[src/hdl/ptm_map.svh]
// Register indices, field positions and reset values of the pulse timing block.
// Included by the top-level design and testbench files; definitions only.
`ifndef PTM_MAP_SVH
`define PTM_MAP_SVH

// Word indices; byte address is index times four
`define PTM_IDX_CR4_START   6'h1b
`define PTM_IDX_CR4_END     6'h1c
`define PTM_IDX_PERIOD_END  6'h1d
`define PTM_IDX_CONTROL     6'h30
`define PTM_IDX_CURRENT     6'h31
`define PTM_IDX_STATUS      6'h32
`define PTM_IDX_COUNT       6'h33

// Control register fields
`define PTM_CTL_TIMER_EN    0
`define PTM_CTL_THIRD_SEL   1
`define PTM_CTL_TXREF_LO    4
`define PTM_CTL_TXREF_HI    5

// Current register fields
`define PTM_CUR_RED_LO      0
`define PTM_CUR_RED_HI      7
`define PTM_CUR_IR_LO       8
`define PTM_CUR_IR_HI       15

// Status register fields
`define PTM_STA_POS_FAULT   0
`define PTM_STA_NEG_FAULT   1
`define PTM_STA_THIRD_SEL   2
`define PTM_STA_CR4_ACTIVE  3

// Reset values: typical 500 Hz settings
`define PTM_RST_CR4_START   16'h1770
`define PTM_RST_CR4_END     16'h1773
`define PTM_RST_PERIOD_END  16'h1f3f
`define PTM_RST_CONTROL     16'h0000
`define PTM_RST_CURRENT     16'h0000

`endif

[src/hdl/ptm_pkg.sv]
// Types shared by the pulse timing and emitter drive files.
// Assumes nothing of its surroundings.
package ptm_pkg;

  // Four reference steps: 0.25 V, 0.5 V, 0.75 V, 1 V
  typedef enum logic [1:0] {
    PTM_TXREF_0P25,
    PTM_TXREF_0P50,
    PTM_TXREF_0P75,
    PTM_TXREF_1P00
  } ptm_txref_type;

  typedef struct packed {
    logic pos;
    logic neg;
  } ptm_drive_type;

  typedef struct packed {
    logic pos_fault;
    logic neg_fault;
    logic third_fault;
  } ptm_diag_type;

  typedef struct packed {
    logic          timer_en;
    logic          third_sel;
    ptm_txref_type tx_ref;
  } ptm_cfg_type;

  typedef enum logic [1:0] {
    PTM_BUS_IDLE,
    PTM_BUS_ACK
  } ptm_bus_state_type;

endpackage : ptm_pkg

[src/hdl/ptm_window.sv]
// Compare window: a registered pulse while the count lies in [start, end].
// Assumes count, start and end are all on sys_clk.
`timescale 1ns/1ns
module ptm_window #(
  parameter int W = 16
) (
  input  wire logic         sys_clk,
  input  wire logic         rst_b,
  input  wire logic [W-1:0] count,
  input  wire logic [W-1:0] start_cnt,
  input  wire logic [W-1:0] end_cnt,
  output logic              pulse
);

  logic pulse_q;

  // Start above end yields no pulse at all
  always_ff @(posedge sys_clk or negedge rst_b) begin
    if (!rst_b) begin
      pulse_q <= 1'b0;
    end else begin
      pulse_q <= (start_cnt <= end_cnt) && (count >= start_cnt)
                 && (count <= end_cnt);
    end
  end

  assign pulse = pulse_q;

endmodule : ptm_window

[src/hdl/ptm_emux.sv]
// Emitter routing: moves positive-pin drive and its diagnostic to the third pin.
// Assumes requests and diagnostic levels are synchronous to sys_clk.
`timescale 1ns/1ns
module ptm_emux (
  input  wire logic                  sys_clk,
  input  wire logic                  rst_b,
  input  wire logic                  third_sel,
  input  wire ptm_pkg::ptm_drive_type drive_req,
  input  wire ptm_pkg::ptm_diag_type  diag_in,
  output ptm_pkg::ptm_drive_type      drive_out,
  output logic                       third_drive,
  output logic                       pos_fault,
  output logic                       neg_fault
);

  ptm_pkg::ptm_drive_type drive_q;
  logic                   third_q;
  logic                   pos_fault_q;
  logic                   neg_fault_q;

  always_ff @(posedge sys_clk or negedge rst_b) begin
    if (!rst_b) begin
      drive_q <= '0;
      third_q <= 1'b0;
    end else begin
      drive_q.pos <= drive_req.pos & ~third_sel;
      drive_q.neg <= drive_req.neg;
      third_q     <= drive_req.pos & third_sel;
    end
  end

  always_ff @(posedge sys_clk or negedge rst_b) begin
    if (!rst_b) begin
      pos_fault_q <= 1'b0;
      neg_fault_q <= 1'b0;
    end else begin
      pos_fault_q <= third_sel ? diag_in.third_fault : diag_in.pos_fault;
      neg_fault_q <= diag_in.neg_fault;
    end
  end

  assign drive_out   = drive_q;
  assign third_drive = third_q;
  assign pos_fault   = pos_fault_q;
  assign neg_fault   = neg_fault_q;

endmodule : ptm_emux

[src/hdl/ptm_top.sv]
// Tail of the pulse timing engine and the digital side of the emitter driver.
// Assumes a classic Wishbone master on sys_clk and drive requests from the
// earlier timing rows arriving synchronous to sys_clk.
//
// The implementer's own choice: register access over Wishbone.
`timescale 1ns/1ns
`include "ptm_map.svh"

module ptm_top #(
  parameter int CNT_W   = 16,
  parameter int CUR_W   = 8,
  parameter int TCK_DIV = 1
) (
  input  wire logic                   sys_clk,
  input  wire logic                   rst_b,
  input  wire logic                   wb_cyc_i,
  input  wire logic                   wb_stb_i,
  input  wire logic                   wb_we_i,
  input  wire logic [7:0]             wb_adr_i,
  input  wire logic [3:0]             wb_sel_i,
  input  wire logic [31:0]            wb_dat_i,
  output logic [31:0]                 wb_dat_o,
  output logic                        wb_ack_o,
  input  wire ptm_pkg::ptm_drive_type drive_req,
  input  wire ptm_pkg::ptm_diag_type  diag_in,
  output ptm_pkg::ptm_drive_type      emitter_drive,
  output logic                        third_emitter_pin,
  output logic                        conv_reset_four,
  output logic                        period_end_pulse,
  output logic [CNT_W-1:0]            timing_count,
  output logic [CUR_W-1:0]            red_emitter_current,
  output logic [CUR_W-1:0]            infrared_emitter_current,
  output ptm_pkg::ptm_txref_type      tx_ref_sel
);

  logic [CNT_W-1:0]        conv_reset_four_start_count_q;
  logic [CNT_W-1:0]        conv_reset_four_end_count_q;
  logic [CNT_W-1:0]        period_end_count_q;
  ptm_pkg::ptm_cfg_type    cfg_q;
  logic [CUR_W-1:0]        red_cur_q;
  logic [CUR_W-1:0]        ir_cur_q;
  logic [CNT_W-1:0]        cnt_q;
  logic                    period_end_q;
  logic [15:0]             div_q;
  logic                    tick_q;
  logic                    ack_q;
  logic [31:0]             rdata_q;
  ptm_pkg::ptm_bus_state_type bus_q;
  logic                    cr4_pulse;
  ptm_pkg::ptm_drive_type  drive_w;
  logic                    third_w;
  logic                    pos_fault_w;
  logic                    neg_fault_w;
  logic                    bus_req;
  logic [5:0]              idx;
  logic                    wr_req;
  logic                    wr_cr4_start;
  logic                    wr_cr4_end;
  logic                    wr_period_end;
  logic                    wr_control;
  logic                    wr_current;
  logic                    period_hit;
  logic [CNT_W-1:0]        cnt_inc;
  logic [31:0]             rdata_d;

  // Merge a 16-bit register with byte lanes 0 and 1 of a write
  function automatic logic [15:0] lane_merge(input logic [15:0] old_v,
                                             input logic [31:0] wdat,
                                             input logic [3:0]  sel);
    logic [15:0] r;
    r = old_v;
    if (sel[0]) begin
      r[7:0] = wdat[7:0];
    end
    if (sel[1]) begin
      r[15:8] = wdat[15:8];
    end
    return r;
  endfunction : lane_merge

  // One decoder for every write strobe
  function automatic logic idx_hit(input logic [5:0] at,
                                   input logic [5:0] code);
    return at == code;
  endfunction : idx_hit

  // Sixteen-bit registers read back zero-extended
  function automatic logic [31:0] pad16(input logic [15:0] v);
    return {16'h0000, v};
  endfunction : pad16

  assign idx     = wb_adr_i[7:2];
  assign bus_req = wb_cyc_i && wb_stb_i && (bus_q == ptm_pkg::PTM_BUS_IDLE);

  // One strobe per register; a write lands on the taken edge, the same edge that raises the ack
  assign wr_req        = bus_req && wb_we_i;
  assign wr_cr4_start  = wr_req && idx_hit(idx, `PTM_IDX_CR4_START);
  assign wr_cr4_end    = wr_req && idx_hit(idx, `PTM_IDX_CR4_END);
  assign wr_period_end = wr_req && idx_hit(idx, `PTM_IDX_PERIOD_END);
  assign wr_control    = wr_req && idx_hit(idx, `PTM_IDX_CONTROL);
  assign wr_current    = wr_req && idx_hit(idx, `PTM_IDX_CURRENT);

  // Wrap on >= so a period end written below the count cannot strand it
  assign period_hit = (cnt_q >= period_end_count_q);
  assign cnt_inc    = cnt_q + CNT_W'(1);

  // Timing clock enable; divide by one runs the engine at sys_clk
  always_ff @(posedge sys_clk or negedge rst_b) begin
    if (!rst_b) begin
      div_q  <= 16'h0000;
      tick_q <= 1'b0;
    end else if (div_q >= 16'(TCK_DIV - 1)) begin
      div_q  <= 16'h0000;
      tick_q <= 1'b1;
    end else begin
      div_q  <= div_q + 16'h0001;
      tick_q <= 1'b0;
    end
  end

  // Period counter; a period end below the count still wraps at the next tick
  always_ff @(posedge sys_clk or negedge rst_b) begin
    if (!rst_b) begin
      cnt_q        <= '0;
      period_end_q <= 1'b0;
    end else if (!cfg_q.timer_en) begin
      cnt_q        <= '0;
      period_end_q <= 1'b0;
    end else if (tick_q) begin
      if (period_hit) begin
        cnt_q        <= '0;
        period_end_q <= 1'b1;
      end else begin
        cnt_q        <= cnt_inc;
        period_end_q <= 1'b0;
      end
    end else begin
      period_end_q <= 1'b0;
    end
  end

  ptm_window #(
    .W (CNT_W)
  ) u_cr4 (
    .sys_clk   (sys_clk),
    .rst_b     (rst_b),
    .count     (cnt_q),
    .start_cnt (conv_reset_four_start_count_q),
    .end_cnt   (conv_reset_four_end_count_q),
    .pulse     (cr4_pulse)
  );

  ptm_emux u_emux (
    .sys_clk     (sys_clk),
    .rst_b       (rst_b),
    .third_sel   (cfg_q.third_sel),
    .drive_req   (drive_req),
    .diag_in     (diag_in),
    .drive_out   (drive_w),
    .third_drive (third_w),
    .pos_fault   (pos_fault_w),
    .neg_fault   (neg_fault_w)
  );

  // Bus handshake: ack one cycle after the request, then straight back to idle
  always_ff @(posedge sys_clk or negedge rst_b) begin
    if (!rst_b) begin
      bus_q <= ptm_pkg::PTM_BUS_IDLE;
      ack_q <= 1'b0;
    end else begin
      case (bus_q)
        ptm_pkg::PTM_BUS_IDLE: begin
          ack_q <= bus_req;
          if (bus_req) begin
            bus_q <= ptm_pkg::PTM_BUS_ACK;
          end
        end
        ptm_pkg::PTM_BUS_ACK: begin
          ack_q <= 1'b0;
          bus_q <= ptm_pkg::PTM_BUS_IDLE;
        end
        default: begin
          ack_q <= 1'b0;
          bus_q <= ptm_pkg::PTM_BUS_IDLE;
        end
      endcase
    end
  end

  // Count registers; unmapped addresses ack and store nothing
  always_ff @(posedge sys_clk or negedge rst_b) begin
    if (!rst_b) begin
      conv_reset_four_start_count_q <= `PTM_RST_CR4_START;
    end else if (wr_cr4_start) begin
      conv_reset_four_start_count_q <= lane_merge(conv_reset_four_start_count_q,
                                                  wb_dat_i, wb_sel_i);
    end
  end

  always_ff @(posedge sys_clk or negedge rst_b) begin
    if (!rst_b) begin
      conv_reset_four_end_count_q <= `PTM_RST_CR4_END;
    end else if (wr_cr4_end) begin
      conv_reset_four_end_count_q <= lane_merge(conv_reset_four_end_count_q,
                                                wb_dat_i, wb_sel_i);
    end
  end

  always_ff @(posedge sys_clk or negedge rst_b) begin
    if (!rst_b) begin
      period_end_count_q <= `PTM_RST_PERIOD_END;
    end else if (wr_period_end) begin
      period_end_count_q <= lane_merge(period_end_count_q, wb_dat_i, wb_sel_i);
    end
  end

  // Select bit is taken as written; keeping it static is software's duty
  always_ff @(posedge sys_clk or negedge rst_b) begin
    if (!rst_b) begin
      cfg_q <= '0;
    end else if (wr_control && wb_sel_i[0]) begin
      cfg_q.timer_en  <= wb_dat_i[`PTM_CTL_TIMER_EN];
      cfg_q.third_sel <= wb_dat_i[`PTM_CTL_THIRD_SEL];
      cfg_q.tx_ref    <= ptm_pkg::ptm_txref_type'(
                           wb_dat_i[`PTM_CTL_TXREF_HI:`PTM_CTL_TXREF_LO]);
    end
  end

  // Lane 0 sets red, lane 1 infrared, each on its own
  always_ff @(posedge sys_clk or negedge rst_b) begin
    if (!rst_b) begin
      red_cur_q <= '0;
    end else if (wr_current && wb_sel_i[0]) begin
      red_cur_q <= wb_dat_i[`PTM_CUR_RED_HI:`PTM_CUR_RED_LO];
    end
  end

  always_ff @(posedge sys_clk or negedge rst_b) begin
    if (!rst_b) begin
      ir_cur_q <= '0;
    end else if (wr_current && wb_sel_i[1]) begin
      ir_cur_q <= wb_dat_i[`PTM_CUR_IR_HI:`PTM_CUR_IR_LO];
    end
  end

  // Read word assembled from the index; unmapped words read zero
  always_comb begin
    rdata_d = 32'h0000_0000;
    case (idx)
      `PTM_IDX_CR4_START: begin
        rdata_d = pad16(conv_reset_four_start_count_q);
      end
      `PTM_IDX_CR4_END: begin
        rdata_d = pad16(conv_reset_four_end_count_q);
      end
      `PTM_IDX_PERIOD_END: begin
        rdata_d = pad16(period_end_count_q);
      end
      `PTM_IDX_CONTROL: begin
        rdata_d[`PTM_CTL_TIMER_EN]                   = cfg_q.timer_en;
        rdata_d[`PTM_CTL_THIRD_SEL]                  = cfg_q.third_sel;
        rdata_d[`PTM_CTL_TXREF_HI:`PTM_CTL_TXREF_LO] = cfg_q.tx_ref;
      end
      `PTM_IDX_CURRENT: begin
        rdata_d[`PTM_CUR_RED_HI:`PTM_CUR_RED_LO] = red_cur_q;
        rdata_d[`PTM_CUR_IR_HI:`PTM_CUR_IR_LO]   = ir_cur_q;
      end
      `PTM_IDX_STATUS: begin
        rdata_d[`PTM_STA_POS_FAULT]  = pos_fault_w;
        rdata_d[`PTM_STA_NEG_FAULT]  = neg_fault_w;
        rdata_d[`PTM_STA_THIRD_SEL]  = cfg_q.third_sel;
        rdata_d[`PTM_STA_CR4_ACTIVE] = cr4_pulse;
      end
      `PTM_IDX_COUNT: begin
        rdata_d = pad16(cnt_q);
      end
      default: begin
      end
    endcase
  end

  // Captured at the taken edge and held until the next request
  always_ff @(posedge sys_clk or negedge rst_b) begin
    if (!rst_b) begin
      rdata_q <= 32'h0000_0000;
    end else if (bus_req) begin
      rdata_q <= rdata_d;
    end
  end

  // Outputs straight from flip-flops here or in the submodules
  assign wb_ack_o                 = ack_q;
  assign wb_dat_o                 = rdata_q;
  assign emitter_drive            = drive_w;
  assign third_emitter_pin        = third_w;
  assign conv_reset_four          = cr4_pulse;
  assign period_end_pulse         = period_end_q;
  assign timing_count             = cnt_q;
  assign red_emitter_current      = red_cur_q;
  assign infrared_emitter_current = ir_cur_q;
  assign tx_ref_sel               = cfg_q.tx_ref;

endmodule : ptm_top

[config.mk]
export PLATFORM = sky130hd
export DESIGN_NAME = ptm_top
export DESIGN_NICKNAME = d
export VERILOG_FILES = /design/src/hdl/ptm_pkg.sv /design/src/hdl/ptm_window.sv /design/src/hdl/ptm_emux.sv /design/src/hdl/ptm_top.sv
export VERILOG_INCLUDE_DIRS = /design/src /design/src/hdl
export SDC_FILE = /design/constraint.sdc
export NUM_CORES = 1
export LEC_CHECK = 0
export ABC_AREA = 0
export BUFFER_PORTS_ARGS = -buffer_cell sky130_fd_sc_hd__buf_2
export CORE_AREA = 4 4 127 117
export DETAILED_ROUTE_END_ITERATION = 10
export DIE_AREA = 0 0 131 121
export GPL_ROUTABILITY_DRIVEN = 1
export PLACE_DENSITY = 0.72
export SYNTH_ARGS = -nofsm -noshare
export SYNTH_HDL_FRONTEND = slang
export SYNTH_HIERARCHICAL = 1
export SYNTH_SLANG_ARGS = --single-unit
[constraint.sdc]
create_clock -name sys_clk -period 3 [get_ports sys_clk]
set_clock_uncertainty 0.1 [all_clocks]
set_input_delay 0.15 -clock sys_clk [delete_from_list [all_inputs] [get_ports sys_clk]]
set_output_delay 0.15 -clock sys_clk [all_outputs]
set_load 0.05 [all_outputs]
-- After elaboration in Yosys (flattened, before gate mapping)
Cells that the tools add are included.
- $add $sub $neg: 2
- $lt $le $gt $ge: 5
- equal/unequal tests: 9
- mux-type cells: 16
- bitwise gates (word level): 3
- reductions and logical operators: 20
- operators by type and width (cell ; number):
    $mux 16 ; 4
    $pmux 10 s5 ; 1
    $add 16x1->16 const B ; 2
    $ge 16x16->1 ; 2
    $le 16x16->1 ; 2
    $eq 6x6->1 const B ; 4
    $pmux 2 s6 ; 2
    $eq 6x5->1 const B ; 3
    $ge 16x1->1 const B ; 1
    $pmux 2 s7 ; 1
    $logic_and 1x1->1 ; 13
    $reduce_and 2->1 ; 6
    $mux 1 ; 6
    $mux 2 ; 2
    $and 1x1->1 ; 2
    $logic_not 2->1 ; 1
    $ne 2x1->1 const B ; 1
    $ne 2x2->1 const B ; 1
    $not 1->1 ; 1
- flip-flop bits (word level): 127
- output and inout bits: 72
- word-level logic and storage cells: 79

-- Logic depth before layout (Yosys ltp)
Gate-level depths: netlist (run 1).
- depth in word-level cells: 5
- gate-level depth with buffers: 9
- depth with buffers taken out: 8

-- By module
Netlist (run 1), hierarchy kept.
- by module, submodules not included (module ; times used ; cells each ; area an instance (sq um)):
    ptm_top ; 1 ; 474 ; 5312.6
    ptm_window ; 1 ; 151 ; 1162.4
    ptm_emux ; 1 ; 8 ; 156.4

-- Worst setup path before layout (run 1)
No wires, ideal clock.
- kind: register -> register
- from: register cnt_q[6], in the netlist timing_count[6]
- to: register cnt_q[7], in the netlist timing_count[7]
- library setup time: 0.083 ns
- data arrival time: 2.482 ns
- data required time: 2.817 ns
- setup slack: 0.336 ns
- stages on the path, launching flop included: 9
- buffers on the path: 1
- clock period less this slack: 2.664 ns
- path through: dfrtp_1 ha_1 a21o_2 a211oi_1 o21ai_1 a2111oi_4 buf_6 nand4_1 mux2i_1
- longest elaborated chain between the ends: 4
- ends and longest elaborated chain (item ; RTL line ; source):
    start, declared ; ptm_top.sv:42 ; logic [CNT_W-1:0] cnt_q;
    start signal, assigned ; ptm_top.sv:134 ; cnt_q <= cnt_inc;
    $add 16x1->16 / $ge 16x16->1 (equally long branches) ; ptm_top.sv:105, ptm_top.sv:104 ;
    $mux 16 * ; ptm_top.sv:130 ; if (period_hit) begin
    $mux 16 * ; ptm_top.sv:129 ; end else if (tick_q) begin
    $mux 16 * ; ptm_top.sv:126 ; end else if (!cfg_q.timer_en) begin
Mark *: on every way between the ends. The rest lies on a longest branch, timed or not. The select of a mux whose other input is x is not followed.
A chain may end at the register's enable or synchronous reset.

-- Worst setup path in the final report (run 1)
- from: register period_end_count_q[5]
- to: register cnt_q[13], in the netlist timing_count[13]
- longest elaborated chain between the ends: 4
- ends and longest elaborated chain (item ; RTL line ; source):
    start, declared ; ptm_top.sv:38 ; logic [CNT_W-1:0] period_end_count_q;
    start signal, assigned ; ptm_top.sv:211 ; period_end_count_q <= `PTM_RST_PERIOD_END;
    start signal, assigned ; ptm_top.sv:213 ; period_end_count_q <= lane_merge(period_end_count_q, wb_dat_i, wb_sel_i);
    $ge 16x16->1 ; ptm_top.sv:104 ; assign period_hit = (cnt_q >= period_end_count_q);
    $mux 16 ; ptm_top.sv:130 ;
    $mux 16 ; ptm_top.sv:129 ;
    $mux 16 ; ptm_top.sv:126 ;
No other way between the ends. The select of a mux whose other input is x is not followed.

==> metrics.txt, run 1 <==
status complete, no violations; Detail Route Antenna Nets 0; drt via density 5.691; post-synth top area share 31.32%; # rows 41; register area share after synthesis 42.02%; Syn Inst Count 633; largest net degree at the start of global routing 57; Total Wirelength 17420 um; # setup viols final 0; CTS tree yes; first-pass GRT wire length 28030 um; total global routing overflow 0; worst path cell trace inv_1 > ha_1 > nor3_1 > nor2_1 > o2111a_1 > a2111oi_4 > buf_4 > buf_4 > a21oi_1 > mux2i_1; Critical Path AT 2.84 ns; cts repair resizes 0; Buffers on Ports 89; Critical Path Slowest Stage Cell dfstp_2; worst path bufs/invs 3; yosys warns 6; max frequency 374.8 MHz; Worst-path clk slew 0.07 ns; sequential cell area 0.002786 mm^2; flip-flop and latch count after synthesis 110; Final Wtd Congestion 0.9287; PwrDens 440.4 mW/mm^2; antenna cells 0; vias in the first global route 5493; Cells after DPL 894; Crit path max-delay family compound AO/OA/AOI/OAI gates; slowest stage delay, CP 0.53 ns; fin cells 931; Final Critical Period 2.668 ns; most used cell, CP buf_4; die width 131 um; Root Driver clkbuf_16; Core ar. 0.01370 mm^2; Worst-Skew Late Latency 0.35 ns; Synth cell types 60; number of synthesized flops with an enable pin 0; Max Cap Violations 0; full die area 0.01585 mm^2; Top FF cell, synth dfrtp_1; Setup TNS 0 ns; max_slew headroom 50.29%; vias 5298; fin crit share 88.94%; cell area after synthesis 0.006631 mm^2; Top Ports 126; highest ir drop seen on vdd 451.8 uV; post-synth top area cell dfrtp_1; wire length per cell 18.71 um; Fin Hold WS 0.01136 ns; Detail Placement HPWL 13000 um; Worst Path Required 3.17 ns; Setup crit end kind register; DRC Markers 0; Final nets 873; element type at the critical path start register; Crit Path Max Fanout 17; Syn Area/Cell 10.48 um^2; total power 3.470 mW; crit path kind reg -> reg; CTS Buf Count 9; Setup WS pre-CTS 0.3597 ns; synth top area cells dfrtp_1, ha_1, mux2_2, dfstp_2, mux2i_1; asr flop ratio synth 100.0%; Hold Crit Class in -> reg; Slew @ Worst Pin 0.7442 ns; area of the multi-input gates 0.003473 mm^2; CTS Sinks 110; leak pwr 3.860 nW; ratio of cells with drive above 1 in the final layout 31.36%; DRT iter0 DRCs 322; Setup WS post-layout 0.3317 ns; number of H-tree levels 3; final hold vios 0; fillcell total 1137; synth-to-layout area growth 18.83%; Tot GR Track Use 22.70%; initial antenna violation count 0; die height 121 um; DRT Pass-1 Iters 5; unrepaired setup endpoints after global routing no; Initial Util 48.42%; Max Slew Vio Count 0; clock buffer depth 2
[kinds of logic (layout without fill, tap and decap cells)]
kind of cell / after synthesis / in the layout / share of synthesized area (%)
adder cells (fa/ha/maj): 65 / 65 / 12.26
flip-flops: 110 / 110 / 42.02
XOR/XNOR: 1 / 1 / 0.1321
multiplexers: 91 / 91 / 15.11
buffers and inverters: 91 / 202 / 6.547
AND/OR/NAND/NOR: 147 / 147 / 11.26
AO/OA/AOI/OAI: 126 / 126 / 12.55
other: 2 / 17 / 0.1132
[registers in the layout, indices dropped and copies added, names as in the netlist]
signal,count
u_emux/drive_out,2
conv_reset_four_start_count_q,16
infrared_emitter_current,8
conv_reset_four_end_count_q,16
period_end_count_q,16
wb_dat_o,16
bus_q,1
u_cr4/pulse,1
u_emux/pos_fault,1
red_emitter_current,8
u_emux/third_drive,1
tick_q,1
period_end_pulse,1
tx_ref_sel,2
timing_count,16
wb_ack_o,1
u_emux/neg_fault,1
cfg_q,2
[final timing paths]
| check | cells after the start | from | end | slack (ns) |
|---|---|---|---|---|
| min in group asynchronous | 2 | rst_b | timing_count[11] | 0.30 |
| min reg2reg | 2 | wb_dat_o[11] | wb_dat_o[11] | 0.37 |
| max in group asynchronous | 3 | rst_b | period_end_count_q[3] | 1.69 |
| min | 2 | wb_dat_i[6] | period_end_count_q[6] | 0.01 |
| max | 10 | period_end_count_q[5] | timing_count[13] | 0.33 |
| max reg2reg | 10 | period_end_count_q[5] | timing_count[13] | 0.33 |
[worst register-to-register path: stages, from the launching register on]
cell and delay (ns):
dfstp_2 0.53, inv_1 0.08, ha_1 0.29, nor3_1 0.21
nor2_1 0.08, o2111a_1 0.28, a2111oi_4 0.34, buf_4 0.25
buf_4 0.19, a21oi_1 0.07, mux2i_1 0.17
[per-stage QoR]
step | instance area, um^2 | utilization [%]
after detailed placement | 7300 | 53.29
after global routing | 7880 | 57.53
after CTS | 7880 | 57.53
after floorplan | 6688 | -
final | 7880 | 57.53
after global placement | 7300 | 53.29
[cells in the mapped netlist (6+ instances only)]
library cell	n
dfrtp_1	83
mux2_2	69
ha_1	65
inv_1	54
nand2_1	46
o21ai_0	34
a21oi_1	33
dfstp_2	27
nand3_1	23
nor2_1	22
mux2i_1	21
buf_4	18
a221oi_1	16
nand4_1	14
a21o_1	10
buf_2	8
a31oi_1	6
[per-layer routing]
| metal | track usage (%) | up-vias | wire length, um |
|---|---|---|---|
| met5 | 0 | - | 0 |
| met4 | 5.977 | 0 | 240 |
| met3 | 4.049 | 19 | 856 |
| met2 | 38.71 | 171 | 8640 |
| met1 | 29.65 | 2612 | 7681 |
| li1 | - | 2496 | - |
[report_power, final]
part	leakage, nW	internal [mW]	total (mW)	switching [mW]
combinational	2.27	0.148	0.447	0.299
clock	0.176	0.905	1.46	0.553
sequential	1.41	1.53	1.57	0.0357
[final cells by class]
cell class | count | area share, %
clock buffers | 9 | 2.858
well taps | 172 | 2.731
flip-flops and latches | 110 | 35.36
inverters | 55 | 2.620
multi-input cells | 447 | 44.08
clock inverters | 7 | 1.842
repair buffers | 131 | 10.51
[layout by cell type, fill, tap and decap left out, types with 3 or more instances in the layout]
cell type | synthesis | routed
nand3_1 | 23 | 23
a221oi_1 | 16 | 16
or3_1 | 5 | 5
ha_1 | 65 | 65
dfstp_2 | 27 | 27
o22ai_1 | 4 | 4
nor2b_1 | 4 | 4
clkbuf_16 | 0 | 9
bufinv_16 | 0 | 4
mux2i_1 | 21 | 21
and3_1 | 5 | 5
a21oi_1 | 33 | 33
nand4_1 | 14 | 14
nor4_1 | 3 | 3
buf_4 | 18 | 21
a31oi_1 | 6 | 6
dlygate4sd3_1 | 0 | 21
nor2_1 | 22 | 22
dfrtp_1 | 83 | 83
nor3_1 | 5 | 5
a211oi_1 | 3 | 3
a21o_1 | 10 | 10
nand2b_1 | 3 | 3
inv_1 | 54 | 54
conb_1 | 2 | 17
o21ai_0 | 34 | 34
buf_2 | 8 | 88
mux2_2 | 69 | 69
nand2_1 | 46 | 46
[what timing repair did]
action                     in CTS  in global routing
buffers inserted                0                  0
hold endpoints to repair      107                  0
hold buffers                   21                  0
setup endpoints to repair       0                  0
Note: power is estimated with default switching activity, not from simulation.
==> run 2: changes to the inputs <==
--- a/config.mk
+++ b/config.mk
@@ -8,12 +8,11 @@
 export LEC_CHECK = 0
 export ABC_AREA = 0
 export BUFFER_PORTS_ARGS = -buffer_cell sky130_fd_sc_hd__buf_2
-export CORE_AREA = 4 4 127 117
+export CORE_AREA = 4 4 125 115
 export DETAILED_ROUTE_END_ITERATION = 10
-export DIE_AREA = 0 0 131 121
+export DIE_AREA = 0 0 129 119
 export GPL_ROUTABILITY_DRIVEN = 1
-export PLACE_DENSITY = 0.72
+export PLACE_DENSITY = 0.73
 export SYNTH_ARGS = -nofsm -noshare
 export SYNTH_HDL_FRONTEND = slang
-export SYNTH_HIERARCHICAL = 1
 export SYNTH_SLANG_ARGS = --single-unit
==> run 2 against run 1 <==
Against the previous run: total power decreased by 4.5%; cell area down 2.3%; utilization increased by 1.2 points; maximum frequency is 5.2% lower; clock power fell by 18%; cell count is 3.7% lower; register-to-register slack got worse by 0.15 ns; first-iteration DRC count up 64%; synthesized cell count down 5.4%; worst hold slack improved by 0.11 ns; global-route usage up 0.38 points; die area shrank 3.2%; critical path type unchanged.
==> metrics.txt, run 2 <==
Detail Route Antenna Nets 0; setup bufs post-CTS 0; Top Ports 126; ratio of cells with drive above 1 in the final layout 32.65%; synth-to-layout area growth 18.89%; sequential power share 47.9%; Buffers on Ports 89; max frequency 355.2 MHz; CTS Buf Count 9; leak pwr 3.738 nW; Design Area, Final 0.007701 mm^2; clock power share 36.3%; fin crit share 93.83%; crit path kind reg -> reg; asr flop ratio synth 100.0%; unrepaired setup endpoints after global routing no; vias 5260; Core Util, Final 58.73%; R2R Setup Slk 0.18 ns; Pint 2.379 mW; die width 129 um; DRT Pass-1 Iters 6; Critical Path Slowest Stage Cell dfstp_2; Final Critical Period 2.815 ns; Core ar. 0.01311 mm^2; net switching power 0.9348 mW; number of synthesized flops with an enable pin 0; most common cell in the netlist dfrtp_1; Worst-Skew Late Latency 0.36 ns; slowest stage delay, CP 0.54 ns; DRC Markers 0; max_slew headroom 46.07%; Setup TNS 0 ns; reg-to-reg endpoint timing_count[13]; Tot GR Track Use 23.08%; yosys warns 0; worst path bufs/invs 1; total global routing overflow 0; Comb pwr share 15.8%; Top FF cell, synth dfrtp_1; Max Slew Vio Count 0; hold endpoint bus_q[0]; wire length per cell 19.24 um; most frequent cells in the layout buf_2, dfrtp_1, mux2_2; highest ir drop seen on vdd 356.0 uV; antenna cells 0; drt via density 5.864; worst path cell trace inv_1 > ha_1 > nand4_1 > or3_1 > o22ai_1 > or4_1 > o21ai_0 > mux2_2; top cells by count, synth dfrtp_1, mux2_2, ha_1; register area share after synthesis 43.02%; fillcell total 1106; Max Cap Violations 0; Post-DP Area 0.007178 mm^2; flip-flop and latch count after synthesis 110; post-synth top area cell dfrtp_1; CP startpoint period_end_count_q[12]; DRT iter0 DRCs 529; Critical Path AT 2.95 ns; Crit Path Max Fanout 7; die height 119 um; # rows 40; Crit path max-delay family simple AND/OR/NAND/NOR gates; Setup crit end kind register; Worst-path clk slew 0.07 ns; element type at the critical path start register; initial antenna violation count 0; Hold Crit Class in -> reg; PwrDens 430.2 mW/mm^2; Syn Area/Cell 10.81 um^2; post-synth top area share 32.06%; min-delay src wb_stb_i; first-pass GRT wire length 27920 um; CTS Sinks 110; Total Wirelength 17260 um; Initial Util 49.40%; worst r2r src period_end_count_q[12]; vias in the first global route 5393; CTS tree yes; final hold vios 0; most common cell after layout, fill and taps aside buf_2; largest net degree at the start of global routing 63; Synth cell types 56; full die area 0.01535 mm^2; clock buffer depth 2; Slew @ Worst Pin 0.8090 ns; cell area after synthesis 0.006477 mm^2; # setup viols final 0; hold-critical path depth 4; synth top area cells dfrtp_1, ha_1, mux2_2, dfstp_2, inv_1; Final nets 843; Net Sw Frac 28.21%; R2R depth 8; Syn Inst Count 599; Worst Path Required 3.14 ns; Detail Placement HPWL 12660 um; Final Wtd Congestion 0.8628; number of H-tree levels 3; Root Driver clkbuf_16; status complete, no violations
==> run 2: power groups by stage <==
stage          clock, mW  sequential (mW)  combinational (mW)
4_1_cts             1.22             1.59               0.525
3_5_place_dp           0             1.61               0.501
3_3_place_gp           0             1.61               0.491
5_1_grt             1.28             1.59               0.569
6_report            1.20             1.59               0.524
2_1_floorplan          0             1.74               0.225
==> run 2: tightest hold or removal path: cells and delay by family <==
family | cells | cell delay [ns]
buffers and inverters | 2 | 0.14
and+or+nand+nor | 2 | 0.24
==> run 2: logic make-up (layout without fill, tap and decap cells) <==
group,Yosys count,count (layout),synth area share (%)
muxes,73,73,12.85
AOI/OAI and AO/OA,128,128,14.28
xor gates and xnor gates,1,1,0.1352
adders and majority gates,65,65,12.56
buffers and inverters,92,207,6.664
DFF,110,110,43.02
and+or+nand+nor,128,128,10.39
other,2,17,0.1159
==> run 2: worst max-delay path by stage <==
stage	to	slack [ns]	depth (start not counted)
6_report	timing_count[13]	0.18	8
5_1_grt	timing_count[13]	0.04	8
4_1_cts	timing_count[8]	0.11	9
3_5_place_dp	timing_count[8]	0.13	9
3_3_place_gp	timing_count[8]	0.21	9
2_1_floorplan	timing_count[9]	0.20	9
==> run 2: repair_timing <==
item,CTS,global route
endpoints found under the hold margin,111,0
endpoints found under the setup margin,0,6
gates resized for setup,0,1
hold buffers,22,0
==> run 2: layout make-up <==
cell class | instances | area [um^2] | share of cell area (%)
inverter | 56 | 210.2 | 2.729
tap | 168 | 210.2 | 2.729
clock buffer | 12 | 246.5 | 3.201
timing repair buffer | 135 | 860.8 | 11.18
clock inverter | 4 | 47.55 | 0.6174
multi-input combinational | 412 | 3339 | 43.36
sequential | 110 | 2786 | 36.18
==> run 2: layer usage <==
layer,GRT usage (%),routed length [um],up-vias
met5,0,0,-
met4,7.546,396,0
met3,5.381,1352,29
met2,36.24,7950,218
met1,31.53,7563,2590
li1,-,-,2423
==> run 2: stage by stage <==
stage / hold WS [ns] / instances / power, mW / setup slack [ns]
floorplan: -0.2456 / 614 / 1.967 / 0.2035
global placement: 0.1600 / 859 / 2.103 / 0.2145
detailed placement: 0.1593 / 859 / 2.115 / 0.1306
CTS: 0.1204 / 897 / 3.337 / 0.1125
global route: 0.1870 / 897 / 3.441 / 0.04450
finish: 0.1263 / 897 / 3.313 / 0.1850
